<file path="src/core/tmc_consts.svh">
// Behaviour
// - upconverter unlock or module absence mutes operate
// - operate on remote low, panel, serial
// - refuse operate while heatsink over temperature
// - refuse operate while mute faults present
// - refuse operate while amplifier absent interlock high
// - standby keeps amplifier enable low
// - standby on remote low, panel, serial
// - auto standby after ten seconds modulation loss
// - auto standby returns when modulation returns
// - operate entry permitted only with RF loop closed; return from auto standby skips the loop check
// - open RF loop forces mute
// - mute keeps supply on, IF processor muted
// - standby disables IF, supply, operate lamp
`ifndef TMC_CONSTS_SVH
`define TMC_CONSTS_SVH
`define TMC_CLK_HZ 100000000
`define TMC_LOSS_SEC 10
`define TMC_DEB_CYCLES 16'h0400
`define TMC_BUS_ADDR_CTRL 4'h0
`define TMC_BUS_ADDR_STAT 4'h4
`define TMC_CTRL_AUTO_BIT 0
`define TMC_CTRL_RESET 32'h00000000
`endif

</file>
<file path="src/core/tmc_pkg.sv">
package tmc_pkg;
  // top-level mode of the controller
  typedef enum logic [1:0] {
    TMC_STANDBY,
    TMC_OPERATE,
    TMC_AUTO_STBY
  } tmc_mode_e;
endpackage

</file>
<file path="src/core/tmc_debounce.sv">
`timescale 1ns/1ps
`default_nettype none
`include "tmc_consts.svh"
// two-flop synchroniser then a stability counter; output moves only
// after the input held steady for DEB cycles
module tmc_debounce #(
  parameter logic [15:0] DEB = `TMC_DEB_CYCLES,
  parameter logic RST_VAL = 1'b1
) (
  input wire logic clk_i,
  input wire logic rst_i,
  input wire logic pin_i,
  output logic level_o
);
  logic s1_q, s1_d; // first stage, read only by s2
  logic s2_q, s2_d;
  logic [15:0] cnt_q, cnt_d;
  logic lvl_q, lvl_d;

  // next-state: count while synced level differs from output
  always_comb begin
    s1_d = pin_i;
    s2_d = s1_q;
    lvl_d = lvl_q;
    cnt_d = 16'h0000;
    if (s2_q != lvl_q) begin
      if (cnt_q >= DEB - 16'h0001) begin
        lvl_d = s2_q; // stable long enough
      end else begin
        cnt_d = cnt_q + 16'h0001;
      end
    end
  end

  // register stage
  always_ff @(posedge clk_i) begin
    if (rst_i) begin
      s1_q <= RST_VAL;
      s2_q <= RST_VAL;
      cnt_q <= 16'h0000;
      lvl_q <= RST_VAL;
    end else begin
      s1_q <= s1_d;
      s2_q <= s2_d;
      cnt_q <= cnt_d;
      lvl_q <= lvl_d;
    end
  end

  assign level_o = lvl_q;
endmodule
`default_nettype wire

</file>
<file path="src/core/tmc_mode_ctrl.sv">
`timescale 1ns/1ps
`default_nettype none
`include "tmc_consts.svh"
// operate/standby controller with mute sub-state and auto standby
module tmc_mode_ctrl
  import tmc_pkg::*;
#(
  parameter int unsigned CLK_HZ = `TMC_CLK_HZ,
  parameter int unsigned LOSS_CYCLES = `TMC_LOSS_SEC * CLK_HZ,
  parameter logic [15:0] DEB_CYCLES = `TMC_DEB_CYCLES
) (
  input wire logic clk_i,
  input wire logic rst_i,
  // wishbone classic slave
  input wire logic wb_cyc_i,
  input wire logic wb_stb_i,
  input wire logic wb_we_i,
  input wire logic [3:0] wb_adr_i,
  input wire logic [3:0] wb_sel_i,
  input wire logic [31:0] wb_dat_i,
  output logic [31:0] wb_dat_o,
  output logic wb_ack_o,
  // remote discrete pins, active low, asynchronous
  input wire logic rmt_operate_n_i,
  input wire logic rmt_standby_n_i,
  input wire logic rf_loop_open_i, // high when loop not grounded
  // same-clock requests and status, one-cycle pulses or levels
  input wire logic panel_operate_select_i,
  input wire logic panel_standby_key_i,
  input wire logic serial_operate_cmd_i,
  input wire logic serial_standby_cmd_i,
  input wire logic upc_unlocked_i,
  input wire logic upc_absent_i,
  input wire logic ifp_absent_i,
  input wire logic pa_over_temp_i,
  input wire logic pa_absent_i,
  input wire logic mod_present_i,
  // outputs, all registered
  output logic amp_enable_o,
  output logic ifp_enable_o,
  output logic ifp_mute_o,
  output logic supply32_enable_o,
  output logic operate_led_o,
  output logic mute_led_o
);
  tmc_mode_e mode_q, mode_d;
  logic rop_lvl, rst_lvl, loop_lvl; // debounced pin levels
  logic rop_prev_q, rop_prev_d; // edge detect on debounced levels
  logic rsb_prev_q, rsb_prev_d;
  logic auto_en_q, auto_en_d; // software auto-standby enable
  logic [31:0] loss_q, loss_d; // modulation-loss counter
  logic loss_done;
  logic mute_c; // any mute cause present, loop included
  logic block_op; // operate entry refused this cycle
  logic op_req; // operate asked by any source
  logic sb_req; // standby asked by any source
  logic ack_q, ack_d; // bus acknowledge
  logic [31:0] rdat_q, rdat_d; // read data, zero outside ack
  logic amp_q, amp_d; // power amplifier enable
  logic ifen_q, ifen_d; // IF processor enable
  logic ifmu_q, ifmu_d; // IF processor mute
  logic sup_q, sup_d; // +32 V supply stage enable
  logic opl_q, opl_d; // operate lamp
  logic mul_q, mul_d; // mute lamp

  // RF loop and remote pins pass synchroniser and debouncer
  tmc_debounce #(.DEB(DEB_CYCLES), .RST_VAL(1'b1)) u_deb_op (
    .clk_i(clk_i),
    .rst_i(rst_i),
    .pin_i(rmt_operate_n_i),
    .level_o(rop_lvl)
  );
  tmc_debounce #(.DEB(DEB_CYCLES), .RST_VAL(1'b1)) u_deb_sb (
    .clk_i(clk_i),
    .rst_i(rst_i),
    .pin_i(rmt_standby_n_i),
    .level_o(rst_lvl)
  );
  // loop resets as open so nothing runs before the pin is seen
  tmc_debounce #(.DEB(DEB_CYCLES), .RST_VAL(1'b1)) u_deb_lp (
    .clk_i(clk_i),
    .rst_i(rst_i),
    .pin_i(rf_loop_open_i),
    .level_o(loop_lvl)
  );

  // fault and request decoding
  always_comb begin
    // open loop joins the mute faults
    mute_c = upc_unlocked_i | upc_absent_i | ifp_absent_i
           | loop_lvl;
    block_op = pa_over_temp_i
             | mute_c
             | pa_absent_i
             | loop_lvl;
    // remote lines act on falling debounced edge, so a held low
    // does not fight a later command from another source
    op_req = (~rop_lvl & rop_prev_q) | panel_operate_select_i
           | serial_operate_cmd_i;
    sb_req = (~rst_lvl & rsb_prev_q) | panel_standby_key_i
           | serial_standby_cmd_i;
    rop_prev_d = rop_lvl;
    rsb_prev_d = rst_lvl;
  end

  // modulation-loss timer
  always_comb begin
    loss_done = (loss_q >= LOSS_CYCLES - 1);
    loss_d = 32'h00000000;
    if (auto_en_q && mode_q == TMC_OPERATE && !mod_present_i) begin
      loss_d = loss_done ? loss_q : loss_q + 32'h00000001;
    end
  end

  // mode state machine, standby takes priority over operate
  always_comb begin
    mode_d = mode_q;
    case (mode_q)
      TMC_STANDBY: begin
        if (!sb_req && op_req && !block_op) begin
          mode_d = TMC_OPERATE;
        end
      end
      TMC_OPERATE: begin
        if (sb_req) begin
          mode_d = TMC_STANDBY;
        end else if (auto_en_q && loss_done && !mod_present_i) begin
          mode_d = TMC_AUTO_STBY;
        end
      end
      TMC_AUTO_STBY: begin
        if (sb_req || !auto_en_q) begin
          mode_d = TMC_STANDBY;
        end else if (mod_present_i) begin
          mode_d = TMC_OPERATE;
        end
      end
      default: mode_d = TMC_STANDBY;
    endcase
  end

  // outputs follow the next mode so they settle with it
  always_comb begin
    amp_d = 1'b0;
    ifen_d = 1'b0;
    ifmu_d = 1'b1;
    sup_d = 1'b0;
    opl_d = 1'b0;
    mul_d = 1'b1;
    if (mode_d == TMC_OPERATE) begin
      amp_d = 1'b1;
      sup_d = 1'b1;
      opl_d = 1'b1;
      ifen_d = 1'b1;
      ifmu_d = mute_c;
      mul_d = mute_c;
    end
    // standby and auto standby: enables and operate lamp off, IF mute and mute lamp on
  end

  // wishbone: one-cycle ack, ack dropped the cycle after
  always_comb begin
    ack_d = wb_cyc_i & wb_stb_i & ~ack_q;
    auto_en_d = auto_en_q;
    rdat_d = 32'h00000000;
    // the write lands at the edge where the master sees ack high, so
    // a request is only acted on once it has been answered
    if (wb_cyc_i && wb_stb_i && ack_q && wb_we_i
        && wb_adr_i == `TMC_BUS_ADDR_CTRL && wb_sel_i[0]) begin
      auto_en_d = wb_dat_i[`TMC_CTRL_AUTO_BIT];
    end
    if (ack_d && !wb_we_i) begin
      case (wb_adr_i)
        `TMC_BUS_ADDR_CTRL: rdat_d = {31'h00000000, auto_en_q};
        `TMC_BUS_ADDR_STAT: rdat_d = {24'h000000, loop_lvl, pa_absent_i,
                                      pa_over_temp_i, mute_c, ifmu_q,
                                      amp_q, mode_q};
        default: rdat_d = 32'h00000000; // unmapped reads zero
      endcase
    end
  end

  // register stage
  always_ff @(posedge clk_i) begin
    if (rst_i) begin
      mode_q <= TMC_STANDBY;
      rop_prev_q <= 1'b1;
      rsb_prev_q <= 1'b1;
      auto_en_q <= 1'(`TMC_CTRL_RESET);
      loss_q <= 32'h00000000;
      ack_q <= 1'b0;
      rdat_q <= 32'h00000000;
      amp_q <= 1'b0;
      ifen_q <= 1'b0;
      ifmu_q <= 1'b1;
      sup_q <= 1'b0;
      opl_q <= 1'b0;
      mul_q <= 1'b1;
    end else begin
      mode_q <= mode_d;
      rop_prev_q <= rop_prev_d;
      rsb_prev_q <= rsb_prev_d;
      auto_en_q <= auto_en_d;
      loss_q <= loss_d;
      ack_q <= ack_d;
      rdat_q <= rdat_d;
      amp_q <= amp_d;
      ifen_q <= ifen_d;
      ifmu_q <= ifmu_d;
      sup_q <= sup_d;
      opl_q <= opl_d;
      mul_q <= mul_d;
    end
  end

  assign wb_ack_o = ack_q;
  assign wb_dat_o = rdat_q;
  assign amp_enable_o = amp_q;
  assign ifp_enable_o = ifen_q;
  assign ifp_mute_o = ifmu_q;
  assign supply32_enable_o = sup_q;
  assign operate_led_o = opl_q;
  assign mute_led_o = mul_q;

  // checks: each watches registered outputs or the next-state logic
  a_standby_amp_off: assert property (
    @(posedge clk_i) disable iff (rst_i)
    mode_q != TMC_OPERATE |-> !amp_q)
    else $error("amplifier enabled outside operate");
  a_standby_outputs: assert property (
    @(posedge clk_i) disable iff (rst_i)
    mode_q == TMC_STANDBY |-> !sup_q && !ifen_q && mul_q && !opl_q)
    else $error("standby outputs wrong");
  a_auto_outputs: assert property (
    @(posedge clk_i) disable iff (rst_i)
    mode_q == TMC_AUTO_STBY |-> !amp_q && !sup_q && !ifen_q && ifmu_q)
    else $error("auto standby left outputs on");
  a_mute_supply_on: assert property (
    @(posedge clk_i) disable iff (rst_i)
    (mode_q == TMC_OPERATE && $past(mute_c) && $past(mode_d) == TMC_OPERATE)
    |-> sup_q && ifmu_q)
    else $error("mute lost supply or IF mute");
  a_no_entry_hot: assert property (
    @(posedge clk_i) disable iff (rst_i)
    mode_q == TMC_STANDBY && pa_over_temp_i |=> mode_q != TMC_OPERATE)
    else $error("entered operate while hot");
  a_no_entry_absent: assert property (
    @(posedge clk_i) disable iff (rst_i)
    mode_q == TMC_STANDBY && pa_absent_i |=> mode_q != TMC_OPERATE)
    else $error("entered operate without amplifier");
  a_no_entry_mute: assert property (
    @(posedge clk_i) disable iff (rst_i)
    mode_q == TMC_STANDBY && mute_c |=> mode_q != TMC_OPERATE)
    else $error("entered operate while muted");
  a_no_entry_loop: assert property (
    @(posedge clk_i) disable iff (rst_i)
    mode_q == TMC_STANDBY && loop_lvl |=> mode_q != TMC_OPERATE)
    else $error("entered operate with loop open");
  a_op_entry: assert property (
    @(posedge clk_i) disable iff (rst_i)
    mode_q == TMC_STANDBY && op_req && !sb_req && !block_op
    |=> mode_q == TMC_OPERATE)
    else $error("operate request not taken");
  a_sb_entry: assert property (
    @(posedge clk_i) disable iff (rst_i)
    mode_q != TMC_STANDBY && sb_req |=> mode_q == TMC_STANDBY)
    else $error("standby request not taken");
  a_loop_mutes: assert property (
    @(posedge clk_i) disable iff (rst_i)
    mode_q == TMC_OPERATE && loop_lvl && mode_d == TMC_OPERATE
    |=> ifmu_q && mul_q)
    else $error("open loop did not mute");
  a_fault_mutes: assert property (
    @(posedge clk_i) disable iff (rst_i)
    mode_d == TMC_OPERATE && upc_unlocked_i |=> ifmu_q && amp_q)
    else $error("unlock did not mute in operate");
  a_fault_clears: assert property (
    @(posedge clk_i) disable iff (rst_i)
    mode_d == TMC_OPERATE && !mute_c |=> !ifmu_q && !mul_q && amp_q)
    else $error("mute held without a fault");
  a_standby_wins: assert property (
    @(posedge clk_i) disable iff (rst_i)
    sb_req && op_req |=> mode_q != TMC_OPERATE)
    else $error("operate won over standby");
  a_loss_timeout: assert property (
    @(posedge clk_i) disable iff (rst_i)
    mode_q == TMC_OPERATE && loss_done && auto_en_q && !mod_present_i
    && !sb_req |=> mode_q == TMC_AUTO_STBY)
    else $error("no auto standby after loss");
  a_auto_return: assert property (
    @(posedge clk_i) disable iff (rst_i)
    mode_q == TMC_AUTO_STBY && auto_en_q && mod_present_i && !sb_req
    |=> mode_q == TMC_OPERATE)
    else $error("no return after modulation");
  a_timer_idle: assert property (
    @(posedge clk_i) disable iff (rst_i)
    !auto_en_q || mod_present_i |=> loss_q == 32'h00000000)
    else $error("loss timer held state");
  a_wb_ack_pulse: assert property (
    @(posedge clk_i) disable iff (rst_i)
    wb_ack_o |=> !wb_ack_o)
    else $error("ack longer than one cycle");
  a_wb_ack_cause: assert property (
    @(posedge clk_i) disable iff (rst_i)
    wb_ack_o |-> $past(wb_cyc_i) && $past(wb_stb_i))
    else $error("ack without a request");
endmodule
`default_nettype wire

</file>
<file path="config.mk">
export PLATFORM = sky130hd
export DESIGN_NAME = tmc_mode_ctrl
export DESIGN_NICKNAME = d
export VERILOG_FILES = /design/src/core/tmc_pkg.sv /design/src/core/tmc_debounce.sv /design/src/core/tmc_mode_ctrl.sv
export VERILOG_INCLUDE_DIRS = /design/src /design/src/core
export SDC_FILE = /design/constraint.sdc
export NUM_CORES = 1
export LEC_CHECK = 0
export CORE_MARGIN = 5
export CORE_UTILIZATION = 30
export DETAILED_ROUTE_END_ITERATION = 8
export DONT_BUFFER_PORTS = 1
export PLACE_DENSITY = 0.53
export SKIP_LAST_GASP = 1
export SYNTH_ARGS = -nofsm -noshare
export SYNTH_HDL_FRONTEND = slang
export SYNTH_SLANG_ARGS = --single-unit
</file>
<file path="constraint.sdc">
create_clock -name clk_i -period 2.9 [get_ports clk_i]
set_input_delay 0.29 -clock clk_i [delete_from_list [all_inputs] [get_ports clk_i]]
set_output_delay 0.29 -clock clk_i [all_outputs]
set_load 0.005 [all_outputs]
</file>
==> results by group, run 1 <==
Drt
  – Antenna-violating nets left: 0
  – Top layer in use: met4
  – DR vias: approximately 3.3k
  – Met2 WL post-DR: 3.99 mm
  – Wl on met1: slightly below 4 mm
  – Routed WL per cell: around 12 um
  – Routed wire length: roughly 8.6 mm
  – Vias per cell: 4.76
  – Met3 wire length: approximately 500 um
  – Drt initial violations: 163
  – Pre-Repair DR Iteration Count: 4
  – DRC: 0

Global route
  – Global-route wire length before repair: between 10 and 15 mm
  – Initial antenna violation count: 0
  – Total track usage: about a tenth
  – Largest net degree at the start of global routing: 24
  – Number of global-route vias before repair: a little over 3k
  – Grt ovf: 0

Worst setup path
  – CP Capture Type: flip-flop
  – Worst path max stage delay: 0.39 ns
  – Crit-path slowest cell: dfxtp_1
  – Bufs and invs on worst path: 1
  – WP data required: around 3.1 ns
  – Critical path cell sequence: ha_1 > and3_1 > nand4_4 > a2111oi_4 > buf_4 > nor3_1 > or2_1
  – Setup CP Type: reg2reg
  – CP delay by family, top: simple AND/OR/NAND/NOR gates
  – Worst setup SP type: flip-flop
  – Critical path arrival: roughly 2.3 ns
  – CP max FO: 17

Timing
  – Slew margin rel.: between 40% and 50%
  – Final min period: between 2 and 2.5 ns
  – Setup Skew: 0.00434 ns
  – Fin Setup TNS: 0 ns
  – Final worst-path cycle share: 72.2%
  – Peak Freq: roughly 0.48 GHz
  – Worst Max-Slew Pin Slew: approximately 0.86 ns
  – RSZ-0062 raised after global routing: no
  – Slew Limit Fails: 0
  – Final Hold Fails: 0
  – Setup Viol. Count Final: 0
  – Hold slack final: ~0.035 ns

Place
  – GP Congestion: between 0.7 and 0.8
  – IO buf count: 0
  – Hpwl dp: 6.33 mm

Synthesis
  – Largest area contributor in the netlist: dfxtp_1
  – Seq/Total Area, Yosys: between 40 and 50%
  – Avg Cell Area, Syn: 9.23 um^2
  – Main synth FF type: dfxtp_1
  – Xor/xnor share of the synthesized area: 5.88%
  – Complex-gate fraction of the synthesized area: a little over a tenth
  – EDFF count, synth: 0
  – Cells after Synth: slightly below 500
  – Combinational family with the most area after synthesis: simple AND/OR/NAND/NOR gates
  – Area share of the largest cell type after synthesis: between 40% and 50%
  – Synth unique cells: 46
  – Multiplexer share of the synthesized area: about 1.3%
  – #FFs+latches synth: about 110
  – Synth Cell Area: ~0.0045 mm^2
  – Simple-Gate Fraction of Synth Area: between 20% and 30%
  – Synth Area in Adders: around 1.1%
  – Asr flop ratio synth: 0%
  – Yosys warns: 0
  – Synth area leaders: dfxtp_1 47%, buf_4 5.0%, nor2_1 3.9%

Power and ir drop
  – Static leakage: roughly 0.0017 uW
  – Pwr dens: ~560 mW/mm^2
  – Max IR drop VDD: 0.000297 V
  – Design Power: around 2800 uW

Clock network
  – Clock root buffer: clkbuf_16
  – Inserted Clock Buffers: 9
  – Worst-Skew Late Latency: approximately 0.35 ns
  – Clock Sinks: between 100 and 150
  – CTS Buffer Depth: 2
  – H-tree depth: 3
  – CTS tree: done
  – Clock-pin slew on the worst setup and hold paths: approximately 0.070 ns

Min path
  – Min-Delay Path Class: in2reg

Flow run
  – Max cap viols: 0

Floorplan
  – Die Wd: roughly 130 um
  – Die height: ~130 um
  – Core Area: ~0.015 mm^2
  – I/O pin total: 97
  – Die Area: 0.0174 mm^2
  – Row count: 44
  – Starting density of the core: ~31%

Layout
  – Layout cells sized above 1: under 10%
  – Synth-to-layout area growth: 10.6%
  – Fin nets: roughly 560
  – Ant diodes: 0

Run status
  – Status: completed
[where the power goes]
group	internal, uW	switching [uW]
combinational	11.1	16.1
clock	695	574
sequential	1460	6.54
total	2170	597
[metal layers]
layer / vias up / track usage (%)
li1: 1680 / -
met1: 1528 / 12.0
met2: 57 / 15.9
met3: 12 / 2.86
met4: 0 / 4.29
met5: - / 0
[cells in the mapped netlist (all sizes together) (5+ instances only)]
master / count
nand2b: 8
nor3: 7
o31ai: 14
nand4: 11
buf: 34
and3: 12
dfxtp: 105
or4: 17
mux2i: 6
inv: 7
nor2: 47
and2: 14
xnor2: 13
a21oi: 22
clkbuf: 11
nor4: 6
and4: 7
nand3: 26
xor2: 17
o211ai: 5
or3: 11
nand2: 32
o21ai: 10
or2: 11
[sequential cells by signal (all words and copies together) (netlist names), 2 cells and up]
signal,count
mode_q,2
loss_q,32
u_deb_sb.cnt_q,16
u_deb_op.cnt_q,16
u_deb_lp.cnt_q,16
wb_dat_o,8
[path summary, 6_finish.rpt]
kind / start / endpoint / slack [ns] / depth (start not counted)
min: wb_we_i / wb_dat_o[0] / 0.04 / 1
max: loss_q[0] / operate_led_o / 0.80 / 7
min reg2reg: u_deb_op.s1_q / u_deb_op.s2_q / 0.41 / 1
max reg2reg: loss_q[0] / operate_led_o / 0.80 / 7
[cell type report]
type                            instances  area [um^2]
Clock buffer                            9          225
Clock inverter                          7         93.8
Fill cell                            1488         9640
Inverter                                7         26.3
Multi-Input combinational cell        368         2200
Sequential cell                       105         2100
Tap cell                              184          230
Timing Repair Buffer                    8         62.6
[per-stage QoR]
stage / util [%] / cell area (um^2) / std cells / setup WS [ns]
detailed placement: 31.6 / 4620 / 671 / 0.799
finish: 33.9 / 4940 / 688 / 0.805
global route: 33.9 / 4940 / 688 / 0.637
CTS: 33.9 / 4940 / 688 / 0.792
floorplan: - / 4620 / 525 / 0.910
global placement: 31.6 / 4620 / 671 / 0.863
[cells in the final DEF (no fill, tap or decap), types with 10 or more instances in the layout]
| cell type | count |
|---|---|
| nand4_1 | 10 |
| or4_1 | 17 |
| a21oi_1 | 22 |
| xnor2_1 | 13 |
| o31ai_1 | 14 |
| xor2_1 | 17 |
| and3_1 | 12 |
| nand3_1 | 26 |
| nand2_1 | 32 |
| nor2_1 | 46 |
| or3_1 | 11 |
| and2_1 | 14 |
| dfxtp_1 | 105 |
| conb_1 | 42 |
[repair_timing]
action | in CTS | in global routing
endpoints found under the hold margin | 1 | 0
buffers inserted | 0 | 0
hold buffers | 1 | 0
resized for setup | 0 | 0
[kinds of logic (layout without fill, tap and decap cells)]
logic type | Yosys count | count (layout)
other cells | 1 | 42
flops | 105 | 105
fa+ha+maj | 4 | 4
compound gates | 68 | 68
buf+inv | 52 | 31
simple gates | 218 | 218
mux | 6 | 6
xor+xnor | 30 | 30
[worst register-to-register path, cell delays in order, from the launching register on]
cell	delay, ns
dfxtp_1	0.39
ha_1	0.21
and3_1	0.27
nand4_4	0.14
a2111oi_4	0.39
buf_4	0.27
nor3_1	0.09
or2_1	0.22
Power figures use the tool's default switching activity.
==> run 2, diff against run 1 <==
--- a/config.mk
+++ b/config.mk
@@ -6,6 +6,7 @@
 export SDC_FILE = /design/constraint.sdc
 export NUM_CORES = 1
 export LEC_CHECK = 0
+export ABC_AREA = 1
 export CORE_MARGIN = 5
 export CORE_UTILIZATION = 30
 export DETAILED_ROUTE_END_ITERATION = 8
==> constraint.sdc (replaced) <==
create_clock -name clk_i -period 2.1 [get_ports clk_i]
set_input_delay 0.21 -clock clk_i [delete_from_list [all_inputs] [get_ports clk_i]]
set_output_delay 0.21 -clock clk_i [all_outputs]
set_load 0.005 [all_outputs]
==> run 2 against run 1 <==
Net effect: sequential cell count unchanged; routed wire length up 14%; fmax up 13%; critical path type unchanged; largest cell class unchanged.
==> results by group, run 2 <==
Global route
  – Initial antenna violation count: 0 (unchanged)
  – Largest net degree at the start of global routing: 28 (+17%)
  – Total track usage: 10.5% (+0.76 points)
  – Global-route wire length before repair: 16.9 mm (+18%)
  – Grt ovf: 0 (unchanged)
  – Number of global-route vias before repair: 3,561 (+16%)

Clock network
  – Clock-pin slew on the worst setup and hold paths: 0.07 ns (about the same)
  – Clock Sinks: 105 (unchanged)
  – Hold Buf Count CTS: 7 (+6)
  – Inserted Clock Buffers: 9 (unchanged)
  – Post-CTS Setup Bufs: 0 (unchanged)
  – CTS tree: done
  – Clock root buffer: clkbuf_16
  – Worst-Skew Late Latency: 0.35 ns (about the same)
  – H-tree depth: 3 (unchanged)
  – CTS Buffer Depth: 2 (unchanged)
  – CTS resizes: 0 (unchanged)

Worst setup path
  – Crit. Startpoint: loss_q[0]
  – FF-to-FF path depth: 10 (+3)
  – CP Depth: 10 (+3)
  – Crit-path slowest cell: dfxtp_1
  – CP endpoint: loss_q[8]
  – WP data required: 2.38 ns (-0.76 ns)
  – Worst path max stage delay: 0.41 ns (+0.02 ns)
  – CP max FO: 12 (-5)
  – FF-to-FF Start: loss_q[0]
  – Bufs and invs on worst path: 1 (unchanged)
  – Critical path arrival: 2.14 ns (-0.19 ns)
  – Setup slack, reg-to-reg: 0.24 ns (-0.56 ns)
  – Critical path cell sequence: ha_1 > nand3_1 > nor2_4 > nand2_2 > nand2_2 > nand2_4 > nand2_8 > buf_4 > nand2_1 > a21oi_1
  – Most used cell, CP: nand2_2
  – Worst setup SP type: flip-flop
  – CP Capture Type: flip-flop
  – CP delay by family, top: simple AND/OR/NAND/NOR gates
  – Setup CP Type: reg2reg
  – FF-to-FF End: loss_q[8]

Timing
  – Final min period: 1.86 ns (-0.237 ns)
  – Peak Freq: 0.538 GHz (+13%)
  – Hold slack final: 0.0291 ns (-0.00625 ns)
  – Slew margin rel.: 65.0% (+24 points)
  – Worst Max-Slew Pin Slew: 0.523 ns (-0.334 ns)
  – Setup Skew: 0.00586 ns (+0.00152 ns)
  – Final Hold Fails: 0 (unchanged)
  – Setup Viol. Count Final: 0 (unchanged)
  – RSZ-0062 raised after global routing: no
  – Slew Limit Fails: 0 (unchanged)
  – Fin Setup TNS: 0 ns (unchanged)
  – Final worst-path cycle share: 88.5% (+16 points)

Drt
  – Routed WL per cell: 10.6 um (-15%)
  – Routed wire length: 9.76 mm (+14%)
  – Vias per cell: 4.19 (-12%)
  – DR vias: 3,846 (+17%)
  – Antenna-violating nets left: 0 (unchanged)
  – Pre-Repair DR Iteration Count: 4 (unchanged)
  – Drt initial violations: 151 (-7.4%)
  – DRC: 0 (unchanged)

Synthesis
  – Asr flop ratio synth: 0% (unchanged)
  – Seq/Total Area, Yosys: 42.1% (-4.9 points)
  – Synth Cell Area: 0.00499 mm^2 (+12%)
  – Largest area contributor in the netlist: dfxtp_1
  – Synth area leaders: dfxtp_1 42%, nand2_1 12%, nor2_1 7.5%
  – Area share of the largest cell type after synthesis: 42.1% (-4.9 points)
  – Synth unique cells: 35 (-24%)
  – List of most frequent post-synthesis cells: 161 x nand2_1, 105 x dfxtp_1, 100 x nor2_1
  – Most frequent cell after synthesis: nand2_1
  – Yosys warns: 0 (unchanged)
  – Main synth FF type: dfxtp_1
  – Avg Cell Area, Syn: 7.53 um^2 (-18%)
  – Cells after Synth: 663 (+37%)
  – #FFs+latches synth: 105 (unchanged)
  – EDFF count, synth: 0 (unchanged)

Layout
  – Top reg by flops: loss_q
  – Final core occ: 33.6% (-0.32 points)
  – Post-route cell area: 0.00553 mm^2 (+12%)
  – Multi-input gate area: 0.00251 mm^2 (+14%)
  – Most common cell after layout, fill and taps aside: nand2_1
  – Most frequent cells in the layout: 161 x nand2_1, 105 x dfxtp_1, 100 x nor2_1
  – Synth-to-layout area growth: 10.7% (about the same)
  – Fin nets: 754 (+34%)
  – Sequential Area: 0.00210 mm^2 (unchanged)
  – Ant diodes: 0 (unchanged)
  – Largest register FFs: 32 (unchanged)
  – Layout cells sized above 1: 13.1% (+5.7 points)
  – Fill count: 1,795 (+21%)

Floorplan
  – Core Area: 0.0165 mm^2 (+13%)
  – Row count: 47 (+6.8%)
  – Die height: 139 um (+5.3%)
  – Die Area: 0.0193 mm^2 (+11%)
  – Die Wd: 139 um (+5.3%)
  – Starting density of the core: 30.3% (-0.30 points)
  – I/O pin total: 97 (unchanged)

Place
  – Hpwl dp: 7.34 mm (+16%)
  – GP Congestion: 0.780 (-1.4%)
  – IO buf count: 0 (unchanged)
  – DP Area: 0.00517 mm^2 (+12%)

Power and ir drop
  – Pwr dens: 673 mW/mm^2 (+20%)
  – Design Power: 3720 uW (+35%)
  – Static leakage: 0.00203 uW (+18%)
  – Max IR drop VDD: 0.000363 V (+22%)

Flow run
  – Max cap viols: 0 (unchanged)

Min path
  – Min-Delay Path Class: in2reg
  – Worst hold path cell count: 2 (+1)

Run status
  – Status: completed
run 2: changes by cell type after synthesis, moves of 17 or more:
cell / change
or4_1: -17
nand2_1: +129
inv_1: +48
a21oi_2: +19
nor2_1: +53
nand2_2: +22
run 2: cell type report:
| type | instances | area share, % |
|---|---|---|
| Clock buffer | 10 | 4.32 |
| Clock inverter | 6 | 0.883 |
| Inverter | 59 | 4.05 |
| Multi-Input combinational cell | 502 | 45.4 |
| Sequential cell | 105 | 38.0 |
| Tap cell | 220 | 4.98 |
| Timing Repair Buffer | 15 | 2.35 |
run 2: layer usage:
layer,up-vias,routed length (um),global-route usage (%)
met5,-,0,0
li1,2073,-,-
met4,0,226,5.25
met3,11,231,1.79
met2,42,4290,16.1
met1,1720,5020,14.4
run 2: cell families (layout without fill, tap and decap cells):
family	count (synthesis)	after routing	synth area share (%)
adder cells (fa/ha/maj)	4	4	1.00
AND/OR/NAND/NOR	375	375	33.8
XOR/XNOR	32	32	5.61
AO/OA/AOI/OAI	49	49	6.64
other	1	42	0.0751
flip-flops	105	105	42.1
buffers and inverters	97	90	10.8
run 2: power by group:
group	switching [uW]	internal, uW	leakage, uW
sequential	9.12	2020	0.000855
clock	780	854	0.000143
combinational	36.9	21.4	0.00103
run 2: worst min-delay path by stage:
stage / startpoint / to / slack, ns
2_1_floorplan: rst_i / wb_ack_o / 0.31
3_3_place_gp: rst_i / mode_q[1] / 0.28
3_5_place_dp: rst_i / mode_q[1] / 0.28
4_1_cts: rst_i / rop_prev_q / 0.02
5_1_grt: rst_i / rop_prev_q / 0.03
6_report: rst_i / rop_prev_q / 0.03
run 2: per-stage QoR:
stage               instances  worst slack [ns]
global placement          894             0.260
global route              917            0.0330
finish                    917             0.242
CTS                       917             0.217
floorplan                 704             0.429
detailed placement        894             0.236
